==> src/logic/uic_pkg.sv <==
// Shared constants and carrier types for the UART control block
package uic_pkg;

  ////////////////////////////////////////////////////////////////////////
  // Register offsets
  localparam logic [2:0] OFS_DATA  = 3'h0; // Holding / divisor low
  localparam logic [2:0] OFS_IEN   = 3'h1; // Interrupt enable / div high
  localparam logic [2:0] OFS_IDENT = 3'h2; // Ident (rd), fifo ctl (wr)
  localparam logic [2:0] OFS_LCTL  = 3'h3; // Line control

  // Reset values
  localparam logic [7:0] LCR_RST   = 8'h1d;
  localparam logic [7:0] IIR_RST   = 8'h01;
  localparam logic [7:0] DLL_RST   = 8'h01;
  localparam logic [7:0] DLH_RST   = 8'h00;
  localparam logic [7:0] IER_RST   = 8'h00;
  localparam logic [7:0] EFR_RST   = 8'h00;

  // Key for the enhanced register page
  localparam logic [7:0] LCR_EFR_KEY = 8'hbf;

  // Field positions
  localparam int LCR_DLAB    = 7; // Divisor latch access
  localparam int FCR_EN      = 0; // Fifo enable
  localparam int FCR_RXCLR   = 1; // Receive fifo flush
  localparam int FCR_TXCLR   = 2; // Transmit fifo flush
  localparam int FCR_TXT_LO  = 4; // Transmit trigger field
  localparam int FCR_RXT_LO  = 6; // Receive trigger field
  localparam int EFR_AUTOCTS = 7;
  localparam int EFR_AUTORTS = 6;
  localparam int EFR_SPCHAR  = 5;
  localparam int EFR_ENH     = 4;
  localparam int IER_ENH_LO  = 4; // Gated enable bits 7:4

  // Identification codes for bits 5:1
  localparam logic [4:0] ID_LSR  = 5'h03;
  localparam logic [4:0] ID_RXTO = 5'h06;
  localparam logic [4:0] ID_RXD  = 5'h02;
  localparam logic [4:0] ID_THR  = 5'h01;
  localparam logic [4:0] ID_MDM  = 5'h00;
  localparam logic [4:0] ID_GPIO = 5'h18;
  localparam logic [4:0] ID_XOFF = 5'h08;
  localparam logic [4:0] ID_FLOW = 5'h10;

  // Fifo depth and trigger levels in characters / spaces
  localparam logic [6:0] FIFO_DEPTH = 7'd64;
  localparam logic [6:0] TRIG_ONE   = 7'd1;
  localparam logic [6:0] RXT_0 = 7'd8;
  localparam logic [6:0] RXT_1 = 7'd16;
  localparam logic [6:0] RXT_2 = 7'd56;
  localparam logic [6:0] RXT_3 = 7'd60;
  localparam logic [6:0] TXT_0 = 7'd8;
  localparam logic [6:0] TXT_1 = 7'd16;
  localparam logic [6:0] TXT_2 = 7'd32;
  localparam logic [6:0] TXT_3 = 7'd56;

  ////////////////////////////////////////////////////////////////////////
  // Register port request from the serial host front end
  typedef struct packed {
    logic       wr;    // Write strobe, one cycle
    logic       rd;    // Read strobe, one cycle
    logic [2:0] addr;  // Register offset
    logic [7:0] wdata; // Write data
  } uic_req_t;

  // Interrupt sources, raw at the control block input and gated by enables before the encoder
  typedef struct packed {
    logic lsr;      // Line status error
    logic rx_tmo;   // Receiver timeout
    logic rx_data;  // Receive data at trigger
    logic tx_holding;      // Transmit holding space
    logic modem;    // Modem status
    logic gpio;     // Input pin change
    logic xoff_spc; // Xoff or special character
    logic flow_chg; // Cts/rts went inactive
  } uic_src_t;

  // Received character handed over by the receiver
  typedef struct packed {
    logic       valid; // One-cycle strobe
    logic [7:0] data;  // Character
  } uic_char_t;

  // Flow control characters held elsewhere
  typedef struct packed {
    logic [7:0] xon1;
    logic [7:0] xon2;
    logic [7:0] xoff1;
    logic [7:0] xoff2;
  } uic_flowch_t;

endpackage

==> src/logic/uic_irq_prio.sv <==
// Priority encoder for the interrupt identification code
module uic_irq_prio (
  input  wire uic_pkg::uic_src_t src,     // Enabled pending sources
  output logic [4:0]             code,    // Identification bits 5:1
  output logic                   pending  // Any source pending
);
  import uic_pkg::*;

  ////////////////////////////////////////////////////////////////////////
  // Fixed priority, line status first, flow change last
  always_comb begin
    pending = 1'b1;
    if (src.lsr) begin
      code = ID_LSR;
    end else if (src.rx_tmo) begin
      code = ID_RXTO;
    end else if (src.rx_data) begin
      code = ID_RXD;
    end else if (src.tx_holding) begin
      code = ID_THR;
    end else if (src.modem) begin
      code = ID_MDM;
    end else if (src.gpio) begin
      code = ID_GPIO;
    end else if (src.xoff_spc) begin
      code = ID_XOFF;
    end else if (src.flow_chg) begin
      code = ID_FLOW;
    end else begin
      // Modem code doubles as idle; bit 0 tells them apart
      code    = ID_MDM;
      pending = 1'b0;
    end
  end

endmodule

==> src/logic/uic_ctrl.sv <==
// Interrupt ident, fifo control and enhanced feature control of a UART
module uic_ctrl #(
  parameter logic [6:0] RTS_HALT   = 7'd56, // Rx level that drops rts
  parameter logic [6:0] RTS_RESUME = 7'd16  // Rx level that restores rts
) (
  input  wire logic                 mclk,        // Uart clock
  input  wire logic                 reset_n,     // Sync reset, low
  input  wire uic_pkg::uic_req_t    req,         // Register request
  output logic [7:0]                rdata,       // Read data, next cycle
  input  wire logic                 supp_bit2,   // Supplementary bit 2
  input  wire uic_pkg::uic_src_t    src_raw,     // Unmasked sources
  input  wire uic_pkg::uic_char_t   rx_char,     // Received character
  input  wire uic_pkg::uic_flowch_t flow_chars,  // Xon/xoff characters
  input  wire logic [6:0]           rx_level,    // Rx fifo fill
  input  wire logic                 cts_n,       // Cts pin, low active
  input  wire logic                 tx_busy,     // Shifter mid character
  input  wire logic                 rts_force_n, // Manual rts level
  output logic [7:0]                ident,       // Identification value
  output logic                      irq_n,       // Interrupt, low active
  output logic                      fifo_en,     // Fifo mode on
  output logic [6:0]                fifo_depth,  // Usable depth
  output logic [6:0]                rx_trig,     // Rx trigger characters
  output logic [6:0]                tx_trig,     // Tx trigger spaces
  output logic                      tx_clr,      // Tx fifo flush pulse
  output logic                      rx_clr,      // Rx fifo flush pulse
  output logic                      tx_hold,     // Stop new tx chars
  output logic                      rts_n,       // Rts pin, low active
  output logic                      rx_store,    // Push char, pulse
  output logic                      xoff_seen,   // Peer asked to stop
  output logic [1:0]                tx_flow_sel, // Tx flow char select
  output logic                      sleep_en,    // Sleep allowed
  output logic [7:0]                line_ctl,    // Line control value
  output logic [15:0]               divisor      // Baud divisor
);
  import uic_pkg::*;

  // Threshold order must leave hysteresis
  if (RTS_RESUME >= RTS_HALT || RTS_HALT > FIFO_DEPTH) begin : g_chk
    $error("rts thresholds out of range");
  end

  ////////////////////////////////////////////////////////////////////////
  // Trigger decode functions
  function automatic logic [6:0] rx_trig_of(input logic [1:0] c);
    case (c)
      2'b00:   rx_trig_of = RXT_0;
      2'b01:   rx_trig_of = RXT_1;
      2'b10:   rx_trig_of = RXT_2;
      default: rx_trig_of = RXT_3;
    endcase
  endfunction

  function automatic logic [6:0] tx_trig_of(input logic [1:0] c);
    case (c)
      2'b00:   tx_trig_of = TXT_0;
      2'b01:   tx_trig_of = TXT_1;
      2'b10:   tx_trig_of = TXT_2;
      default: tx_trig_of = TXT_3;
    endcase
  endfunction

  ////////////////////////////////////////////////////////////////////////
  // Whole module state
  typedef struct packed {
    logic [7:0]  line_control;      // Line control
    logic [7:0]  dll;      // Divisor low
    logic [7:0]  divisor_high_byte;      // Divisor high
    logic [7:0]  interrupt_enable_reg;      // Interrupt enable
    logic [7:0]  enhanced_feature;      // Enhanced feature
    logic        fen;      // Fifo enable
    logic [1:0]  rxt;      // Rx trigger code
    logic [1:0]  txt;      // Tx trigger code
    logic        txclr;    // Flush pulses
    logic        rxclr;
    logic [7:0]  interrupt_ident;      // Registered ident value
    logic [7:0]  rdata;    // Read data
    logic        xoff_stk; // Sticky xoff/special event
    logic        flow_stk; // Sticky flow change event
    logic        xoff_on;  // Transmit stopped by peer
    logic        half_on;  // First half of combined xon seen
    logic        half_off; // First half of combined xoff seen
    logic        store;    // Push pulse
    logic        rts_n;    // Rts pin
    logic        hold;     // Tx hold
    logic        cts_n_d;  // Cts last cycle
    logic [6:0]  depth;    // Usable fifo depth
    logic [6:0]  rxtrig;   // Decoded rx trigger
    logic [6:0]  txtrig;   // Decoded tx trigger
    logic        sleep;    // Sleep permitted
  } uic_state_t;

  uic_state_t state_reg;  // Registered state
  uic_state_t state_next; // Next state
  uic_src_t   src_en;     // Sources after enables
  logic [4:0] id_code;    // Encoder code
  logic       id_pend;    // Encoder pending

  ////////////////////////////////////////////////////////////////////////
  // Priority encoder
  uic_irq_prio u_prio (
    .src     (src_en),
    .code    (id_code),
    .pending (id_pend)
  );

  ////////////////////////////////////////////////////////////////////////
  // Next state
  always_comb begin
    logic       efr_map;   // Enhanced page visible
    logic       dlab;      // Divisor latch page
    logic       enh;       // Enhanced bits writable
    logic [1:0] rxs;       // Rx compare select
    logic [1:0] txs;       // Tx send select
    logic       combined;  // Both pairs in sequence
    logic       either;    // Either pair alone
    logic       on_hit;    // Xon recognised
    logic       off_hit;   // Xoff recognised
    logic       spc_hit;   // Special character seen
    logic       cmp_x2;    // Flow compares xoff2
    logic       id_rd;     // Ident read strobe
    logic [7:0] d;         // Write data
    efr_map  = 1'b0;
    dlab     = 1'b0;
    enh      = 1'b0;
    rxs      = 2'b00;
    txs      = 2'b00;
    combined = 1'b0;
    either   = 1'b0;
    on_hit   = 1'b0;
    off_hit  = 1'b0;
    spc_hit  = 1'b0;
    cmp_x2   = 1'b0;
    id_rd    = 1'b0;
    d        = req.wdata;
    state_next = state_reg;

    efr_map = (state_reg.line_control == LCR_EFR_KEY) && !supp_bit2;
    dlab    = state_reg.line_control[LCR_DLAB];
    enh     = state_reg.enhanced_feature[EFR_ENH];
    rxs     = state_reg.enhanced_feature[1:0];
    txs     = state_reg.enhanced_feature[3:2];

    // Flush strobes last one cycle
    state_next.txclr = 1'b0;
    state_next.rxclr = 1'b0;
    state_next.store = 1'b0;

    // Register writes
    if (req.wr) begin
      case (req.addr)
        OFS_DATA: begin
          if (dlab) begin
            state_next.dll = d;
          end
        end
        OFS_IEN: begin
          if (dlab) begin
            state_next.divisor_high_byte = d;
          end else begin
            state_next.interrupt_enable_reg[3:0] = d[3:0];
            if (enh) begin
              state_next.interrupt_enable_reg[7:IER_ENH_LO] = d[7:IER_ENH_LO];
            end
          end
        end
        OFS_IDENT: begin
          if (efr_map) begin
            state_next.enhanced_feature = d;
          end else begin
            state_next.fen = d[FCR_EN];
            // other bits ignored while fifo off
            if (d[FCR_EN]) begin
              state_next.rxt = d[FCR_RXT_LO +: 2];
              if (enh) begin
                state_next.txt = d[FCR_TXT_LO +: 2];
              end
              state_next.txclr = d[FCR_TXCLR];
              state_next.rxclr = d[FCR_RXCLR];
            end
          end
        end
        OFS_LCTL: state_next.line_control = d;
        default: ;  // Other offsets live elsewhere
      endcase
    end

    // Register reads, answered from flops next cycle
    state_next.rdata = 8'h00;
    if (req.rd) begin
      case (req.addr)
        OFS_DATA:  state_next.rdata = dlab ? state_reg.dll : 8'h00;
        OFS_IEN:   state_next.rdata = dlab ? state_reg.divisor_high_byte : state_reg.interrupt_enable_reg;
        OFS_IDENT: begin
          if (efr_map) begin
            state_next.rdata = state_reg.enhanced_feature;
          end else if (!dlab) begin
            state_next.rdata = state_reg.interrupt_ident;
            id_rd = 1'b1;
          end
        end
        OFS_LCTL:  state_next.rdata = state_reg.line_control;
        default:   state_next.rdata = 8'h00;
      endcase
    end

    // 1011 and 0111 take either pair
    // 0011 and 1111 need both pairs
    combined = (rxs == 2'b11) && (txs == 2'b11 || txs == 2'b00);
    either   = (rxs == 2'b11) && !combined;
    cmp_x2   = rxs[0];
    if (rx_char.valid) begin
      if (combined) begin
        on_hit  = state_reg.half_on  && rx_char.data == flow_chars.xon2;
        off_hit = state_reg.half_off && rx_char.data == flow_chars.xoff2;
        state_next.half_on  = rx_char.data == flow_chars.xon1;
        state_next.half_off = rx_char.data == flow_chars.xoff1;
      end else begin
        state_next.half_on  = 1'b0;
        state_next.half_off = 1'b0;
        on_hit  = ((rxs[1] || either) && rx_char.data == flow_chars.xon1)
               || ((rxs[0] || either) && rx_char.data == flow_chars.xon2);
        off_hit = ((rxs[1] || either) && rx_char.data == flow_chars.xoff1)
               || ((rxs[0] || either) && rx_char.data == flow_chars.xoff2);
      end
      spc_hit = state_reg.enhanced_feature[EFR_SPCHAR]
             && rx_char.data == flow_chars.xoff2;
      // compared xoff2 stays out of fifo
      state_next.store = !(on_hit || off_hit)
                      && !(spc_hit && cmp_x2);
    end

    // Peer flow state; xoff wins over xon
    if (off_hit) begin
      state_next.xoff_on = 1'b1;
    end else if (on_hit || rxs == 2'b00) begin
      state_next.xoff_on = 1'b0;
    end

    // Sticky events: a new event beats the clearing read
    // xoff and special share one flag
    state_next.xoff_stk = (state_reg.xoff_stk && !id_rd)
                       || off_hit || spc_hit;
    state_next.cts_n_d = cts_n;

    if (state_reg.enhanced_feature[EFR_AUTORTS]) begin
      if (rx_level >= RTS_HALT) begin
        state_next.rts_n = 1'b1;
      end else if (rx_level < RTS_RESUME) begin
        state_next.rts_n = 1'b0;
      end
    end else begin
      state_next.rts_n = rts_force_n;
    end

    // cts or rts going inactive
    // Needs the final rts level above, or an rts rise goes unseen
    state_next.flow_stk = (state_reg.flow_stk && !id_rd)
                       || (cts_n && !state_reg.cts_n_d)
                       || (state_next.rts_n && !state_reg.rts_n);

    state_next.hold = (state_reg.enhanced_feature[EFR_AUTOCTS] && cts_n && !tx_busy)
                   || (state_reg.hold && state_reg.enhanced_feature[EFR_AUTOCTS]
                       && cts_n);

    // ident value with mirrors and pending bit
    state_next.interrupt_ident = {state_reg.fen, state_reg.fen, id_code, !id_pend};

    // Decodes registered so every output pin comes from a flop
    // full depth when fifo on
    state_next.depth  = state_next.fen ? FIFO_DEPTH : TRIG_ONE;
    state_next.rxtrig = state_next.fen ? rx_trig_of(state_next.rxt)
                                       : TRIG_ONE;
    state_next.txtrig = state_next.fen ? tx_trig_of(state_next.txt)
                                       : TRIG_ONE;
    state_next.sleep  = state_next.interrupt_enable_reg[4] && state_next.enhanced_feature[EFR_ENH];

    if (!reset_n) begin
      state_next          = '0;
      state_next.line_control      = LCR_RST;
      state_next.dll      = DLL_RST;
      state_next.divisor_high_byte      = DLH_RST;
      state_next.interrupt_enable_reg      = IER_RST;
      state_next.enhanced_feature      = EFR_RST;
      state_next.interrupt_ident      = IIR_RST;
      state_next.cts_n_d  = 1'b1;
      state_next.rts_n    = 1'b1;
      state_next.depth    = TRIG_ONE;
      state_next.rxtrig   = TRIG_ONE;
      state_next.txtrig   = TRIG_ONE;
    end
  end

  ////////////////////////////////////////////////////////////////////////
  // Enable gating of sources; enhanced ones need the enhanced bit
  always_comb begin
    src_en          = src_raw;
    src_en.lsr      = src_raw.lsr     && state_reg.interrupt_enable_reg[2];
    src_en.rx_tmo   = src_raw.rx_tmo  && state_reg.interrupt_enable_reg[0];
    src_en.rx_data  = src_raw.rx_data && state_reg.interrupt_enable_reg[0];
    src_en.tx_holding      = src_raw.tx_holding     && state_reg.interrupt_enable_reg[1];
    src_en.modem    = src_raw.modem   && state_reg.interrupt_enable_reg[3];
    // ident bits 5:4 need enhanced bit
    src_en.gpio     = src_raw.gpio && state_reg.enhanced_feature[EFR_ENH];
    src_en.xoff_spc = (src_raw.xoff_spc || state_reg.xoff_stk)
                   && state_reg.interrupt_enable_reg[5] && state_reg.enhanced_feature[EFR_ENH];
    src_en.flow_chg = (src_raw.flow_chg || state_reg.flow_stk)
                   && (state_reg.interrupt_enable_reg[7] || state_reg.interrupt_enable_reg[6])
                   && state_reg.enhanced_feature[EFR_ENH];
  end

  ////////////////////////////////////////////////////////////////////////
  // State register
  always_ff @(posedge mclk) begin
    state_reg <= state_next;
  end

  // Outputs straight from flops
  assign rdata       = state_reg.rdata;
  assign ident       = state_reg.interrupt_ident;
  assign irq_n       = state_reg.interrupt_ident[0];
  assign fifo_en     = state_reg.fen;
  assign fifo_depth  = state_reg.depth;
  assign rx_trig     = state_reg.rxtrig;
  assign tx_trig     = state_reg.txtrig;
  assign tx_clr      = state_reg.txclr;
  assign rx_clr      = state_reg.rxclr;
  assign tx_hold     = state_reg.hold;
  assign rts_n       = state_reg.rts_n;
  assign rx_store    = state_reg.store;
  assign xoff_seen   = state_reg.xoff_on;
  assign tx_flow_sel = state_reg.enhanced_feature[3:2];
  assign sleep_en    = state_reg.sleep;
  assign line_ctl    = state_reg.line_control;
  assign divisor     = {state_reg.divisor_high_byte, state_reg.dll};
endmodule

==> config.mk <==
export PLATFORM = sky130hd
export DESIGN_NAME = uic_ctrl
export DESIGN_NICKNAME = d
export VERILOG_FILES = /design/src/logic/uic_pkg.sv /design/src/logic/uic_irq_prio.sv /design/src/logic/uic_ctrl.sv
export SDC_FILE = /design/constraint.sdc
export NUM_CORES = 1
export LEC_CHECK = 0
export BUFFER_PORTS_ARGS = -buffer_cell sky130_fd_sc_hd__buf_2
export CAP_MARGIN = 20
export CORE_MARGIN = 1.5
export CORE_UTILIZATION = 30
export DETAILED_ROUTE_END_ITERATION = 6
export GPL_ROUTABILITY_DRIVEN = 0
export PLACE_DENSITY = 0.65
export SLEW_MARGIN = 20
export SYNTH_ARGS = -nofsm -noshare
export SYNTH_HDL_FRONTEND = slang
export SYNTH_SLANG_ARGS = --single-unit
==> constraint.sdc <==
create_clock -name mclk -period 2.6 [get_ports mclk]
set_input_delay 0.52 -clock mclk [delete_from_list [all_inputs] [get_ports mclk]]
set_output_delay 0.52 -clock mclk [all_outputs]
set_load 0.01 [all_outputs]
# Word-level counts from Yosys, hierarchy flattened
# Index checks and enable logic that the tools add are counted.
# totals
reg_bits	93
in_bits	75
elab_cells	174
# op_classes
order_cmp	2
eq_ne	14
mux	50
bitwise	5
reduce_logical	73
# op_table
op	n
8-bit two-way mux	5
6-bit case mux with 3 select lines	2
8-bit == test	4
8-bit case mux with 4 select lines	1
1-bit logical AND	31
1-bit two-way mux	25
5-bit two-way mux	5
20-bit two-way mux	1
1-bit logical OR	15
15-bit two-way mux	1
7-bit two-way mux	2
3-bit two-way mux	4
3-bit AND reduction	4
1-bit logical NOT	9
2-bit == test, second input constant	4
8-bit == test, second input constant	1
2-bit logical NOT	4
2-bit AND reduction	4
7-bit by 6-bit >= comparator with 1-bit output, second input constant	1
7-bit by 5-bit less-than comparator with 1-bit output, second input constant	1
3-bit by 2-bit == test with 1-bit output, second input constant	2
2-bit two-way mux	3
6-bit two-way mux	1
6-bit OR reduction	1
other kinds (8)	13

# Logic depth before layout (Yosys ltp)
# logic_depth
word_depth	14
ltp_mapped	10
ltp_nobuf	8

# Hierarchy
# Synthesis repeated with hierarchy kept, for this count alone.
# unflattened
cells_unflattened	491
area_unflattened_um2	4282.9
# modules_own_cells
module	instances	cells_per_inst	area_per_inst_um2	seq_area_each_um2
uic_ctrl	1	480	4211.5	1621.6
uic_irq_prio	1	11	71.3	0.0

# Worst setup path before layout
# Ideal clock, no wire load.
# synth_timing
path_type	input port to flip-flop
start	input supp_bit2
end	register state_reg (netlist bit tx_trig[3])
t_arrival_ps	1969
required_ps	2474
slack_ps	505
path_stages	8
path_cell_list	or2_1 > o311a_1 > buf_6 > nand2_4 > mux2_4 > ha_1 > inv_1 > nor2_1
# synth_via
elab_chain_len	7
word_cells_on_any_way	10
classes_between	2 x eq/ne; 4 x mux; 4 x reduce/logical
# synth_lines
element	line	text
start: declaration	uic_ctrl.sv:10	input wire logic supp_bit2,
1-bit logical NOT (*)	uic_ctrl.sv:137	efr_map = (state_reg.line_control == LCR_EFR_KEY) && !supp_bit2;
1-bit logical AND (*)	uic_ctrl.sv:137	
7-bit two-way mux (*)	uic_ctrl.sv:167	if (efr_map) begin
15-bit two-way mux (*)	uic_ctrl.sv:150	case (req.addr)
20-bit two-way mux (*)	uic_ctrl.sv:149	if (req.wr) begin
2-bit == test (tied with other cells)	uic_ctrl.sv:54	case (c)
6-bit case mux with 3 select lines	uic_ctrl.sv:54	
end signal: assignment	uic_ctrl.sv:314	state_reg <= state_next;
end: declaration	uic_ctrl.sv:92	uic_state_t state_reg;
# Every way passes the cells marked *; elsewhere a longest branch is shown, timed or not.
# A chain may end at the register's enable or synchronous reset.

# Worst setup path after layout
# layout_timing
start	register state_reg (netlist bit line_ctl[6])
end	register state_reg (netlist bit tx_trig[5])
# layout_via
elab_chain_len	7
word_cells_on_any_way	10
classes_between	3 x eq/ne; 4 x mux; 3 x reduce/logical
# layout_lines
element	line
8-bit == test (*)	uic_ctrl.sv:137
1-bit logical AND (*)	uic_ctrl.sv:137
7-bit two-way mux (*)	uic_ctrl.sv:167
15-bit two-way mux (*)	uic_ctrl.sv:150
20-bit two-way mux (*)	uic_ctrl.sv:149
2-bit == test (tied with other cells)	uic_ctrl.sv:54
6-bit case mux with 3 select lines	uic_ctrl.sv:54
# Marked as above.

==> summary.md <==
| Metric | Value |
|---|---|
| Async SR Flop Fraction | 0% |
| Vias in the first global route | approximately 3,400 |
| IO Pins | around 150 |
| Reg clk slew, reported paths | ~60 ps |
| Slew @ Worst Pin | approximately 530 ps |
| RSZ-0062 raised after global routing | false |
| Root Driver | clkbuf_16 |
| Max-cap violations | 0 |
| Diode count | 0 |
| CTS tree | yes |
| Final Max Tran Viols | 0 |
| Setup slack after layout | 621 ps |
| Crit-path most repeated cell | nor2_1 |
| Post-Place Setup Slack | 388 ps |
| GRT Overall Usage | about 16% |
| Met3 wire len | about 940 um |
| Worst skew pair latency | between 300 and 400 ps |
| Row count | 42 |
| Most instantiated library cell after synthesis | dfxtp_1 |
| M1 WL | between 4000 and 5000 um |
| Setup repair bufs after CTS | 0 |
| Final #Nets | between 600 and 700 |
| Clock sinks | a little over 80 |
| FF-to-FF setup slack | 620 ps |
| Seq/Total Area, Yosys | 39.0% |
| Die X | 121 um |
| CP startpoint kind | flip-flop |
| Maximum VDD drop | about 0.31 mV |
| Data arrival, critical path | approximately 2200 ps |
| Layout Skew | 2.56 ps |
| Core area | 13,400 sq um |
| Final Cycle Share | 76.1% |
| Worst path cell trace | or2_1 -> o311a_1 -> nand2_4 -> mux2i_2 -> inv_1 -> ha_1 -> nor2_1 -> nor2_1 |
| Synth Instances | between 400 and 500 |
| Residual DRC | 0 |
| Worst slew margin | about two thirds |
| Register bit total from synthesis | 81 |
| Via count | around 3,600 |
| Mean Syn Cell Area | 8.81 sq um |
| Die H | 121 um |
| WL final | ~11,000 um |
| Cell variety after synth | 60 |
| Synth top area share | around two fifths |
| Iteration-0 DRC Markers | 286 |
| Reg-to-reg endpoint | tx_trig[5] |
| IO buf count | about 130 |
| Slowest CP cell | o311a_1 |
| Dominant cell type by area after synthesis | dfxtp_1 |
| EDFF count, synth | 0 |
| WP buf/inv | 1 |
| Hold Path Depth | 2 |
| Largest net degree at the start of global routing | 44 |
| YS warnings | 0 |
| Non-Filler Instances | 732 |
| CP endpoint kind | flip-flop |
| Critical path origin | line_ctl[6] |
| CP peak stage delay | 420 ps |
| Setup-failing EPs final | 0 |
| Min-Delay Path Class | primary input to flip-flop |
| Die area | about 15,000 sq um |
| Post-CTS Resized | 0 |
| Max Clk Rate | about 0.5 GHz |
| Top cells by count, synth | 81 x dfxtp_1, 66 x buf_4, 60 x nand2_1 |
| R2r startpoint | line_ctl[6] |
| Static leakage | about 2.2 nW |
| Beginning of the worst hold path | tx_busy |
| PwrDens | between 500 and 600 nW/um^2 |
| Metal2 WL | roughly 5300 um |
| Status | finished, final reports clean |
| ANT nets after route | 0 |
| Initial antenna violation count | 1 |
| Hold-fix buffers, CTS | 0 |
| H-Tree Depth | 3 |
| Post-DP HPWL | slightly below 9000 um |
| Final hold vios | 0 |
| Num CTS Buffers | 9 |
| Min-Delay Endpoint | tx_hold |
| Layout cells sized above 1 | 32.6% |
| Routed len/inst | approximately 16 um |
| Max reg flops | 23 |
| Top Layer Used | met5 |
| First-pass GRT wire length | between 15,000 and 20,000 um |
| Placed cells | approximately 700 |
| Initial Utilization | slightly above 30% |
| Worst Path Required | about 2800 ps |
| Final min period | between 1500 and 2000 ps |
| Clock Path Buffers | 2 |
| Vias per cell | around 4.9 |
| Placed cell areas | approximately 4600 sq um |
| Synth top area cells | dfxtp_1 39%, buf_4 12%, nand2_1 5.4% |
| Pwr Total | 2.90 mW |
| Critical path type | flip-flop to flip-flop |
| Crit path max-delay family | simple AND/OR/NAND/NOR gates |
| Finished Cell Area | 4910 sq um |
| Area grow syn2layout | 18.0% |
| Syn Std Cell Area | about 4200 sq um |
| Max FO, Critical Path | 4 |
| Top FF cell, synth | dfxtp_1 |
| R2R depth | 8 |
| Setup TNS | 0 ps |
| GRT Residual Overflow | 0 |
| First-pass detailed-route iteration total | 6 |
## placed cells by master (no fill, tap or decap), types with 9 or more instances in the layout
master     synthesis  layout
a21oi_1           27      27
buf_2              4     133
buf_4             66      10
clkbuf_16          0       9
conb_1             1      10
dfxtp_1           81      81
mux2i_1           20      20
nand2_1           60      60
nand3_1           28      28
nor2_1            34      34
xnor2_1           17      17
xor2_1            16      16
## how the worst max path moves through the flow
stage | depth (start not counted) | to
2_1_floorplan | 8 | tx_trig[3]
3_3_place_gp | 9 | tx_trig[5]
3_5_place_dp | 9 | tx_trig[5]
4_1_cts | 8 | tx_trig[5]
5_1_grt | 8 | tx_trig[5]
6_report | 8 | tx_trig[5]
## per-layer routing
metal	vias to the layer above	global-route usage, %
li1	1713	-
met1	1656	19.6
met2	178	25.9
met3	28	4.06
met4	2	7.35
met5	-	0
## report_power, final
group	total, mW	internal [mW]	switching [mW]	leakage [nW]
combinational	0.240	0.102	0.138	1.36
clock	1.40	0.890	0.506	0.162
sequential	1.26	1.25	0.0101	0.655
## area by class of cell
class | instances | area (sq um)
clock buffers | 11 | 253
well taps | 176 | 220
repair buffers | 143 | 741
clock inverters | 5 | 77.6
flip-flops and latches | 81 | 1620
multi-input cells | 307 | 1960
inverters | 9 | 33.8
fillers | 1386 | 8490
## kinds of logic (layout without fill, tap and decap cells)
kind of cell	count (synthesis)	in the layout	share of synthesized area [%]
simple gates	161	161	19.5
compound gates	72	72	11.9
buf+inv	93	168	14.6
flops	81	81	39.0
fa+ha+maj	2	2	0.601
other cells	1	10	0.0901
mux	29	29	7.40
xor+xnor	33	33	6.95
## through the flow
stage | hold slack (ps) | util, %
global placement | 439 | 34.2
CTS | 338 | 36.6
global route | 345 | 36.6
detailed placement | 441 | 34.2
floorplan | 437 | -
finish | 344 | 36.6
No activity file was read; power rests on OpenSTA's default activity.
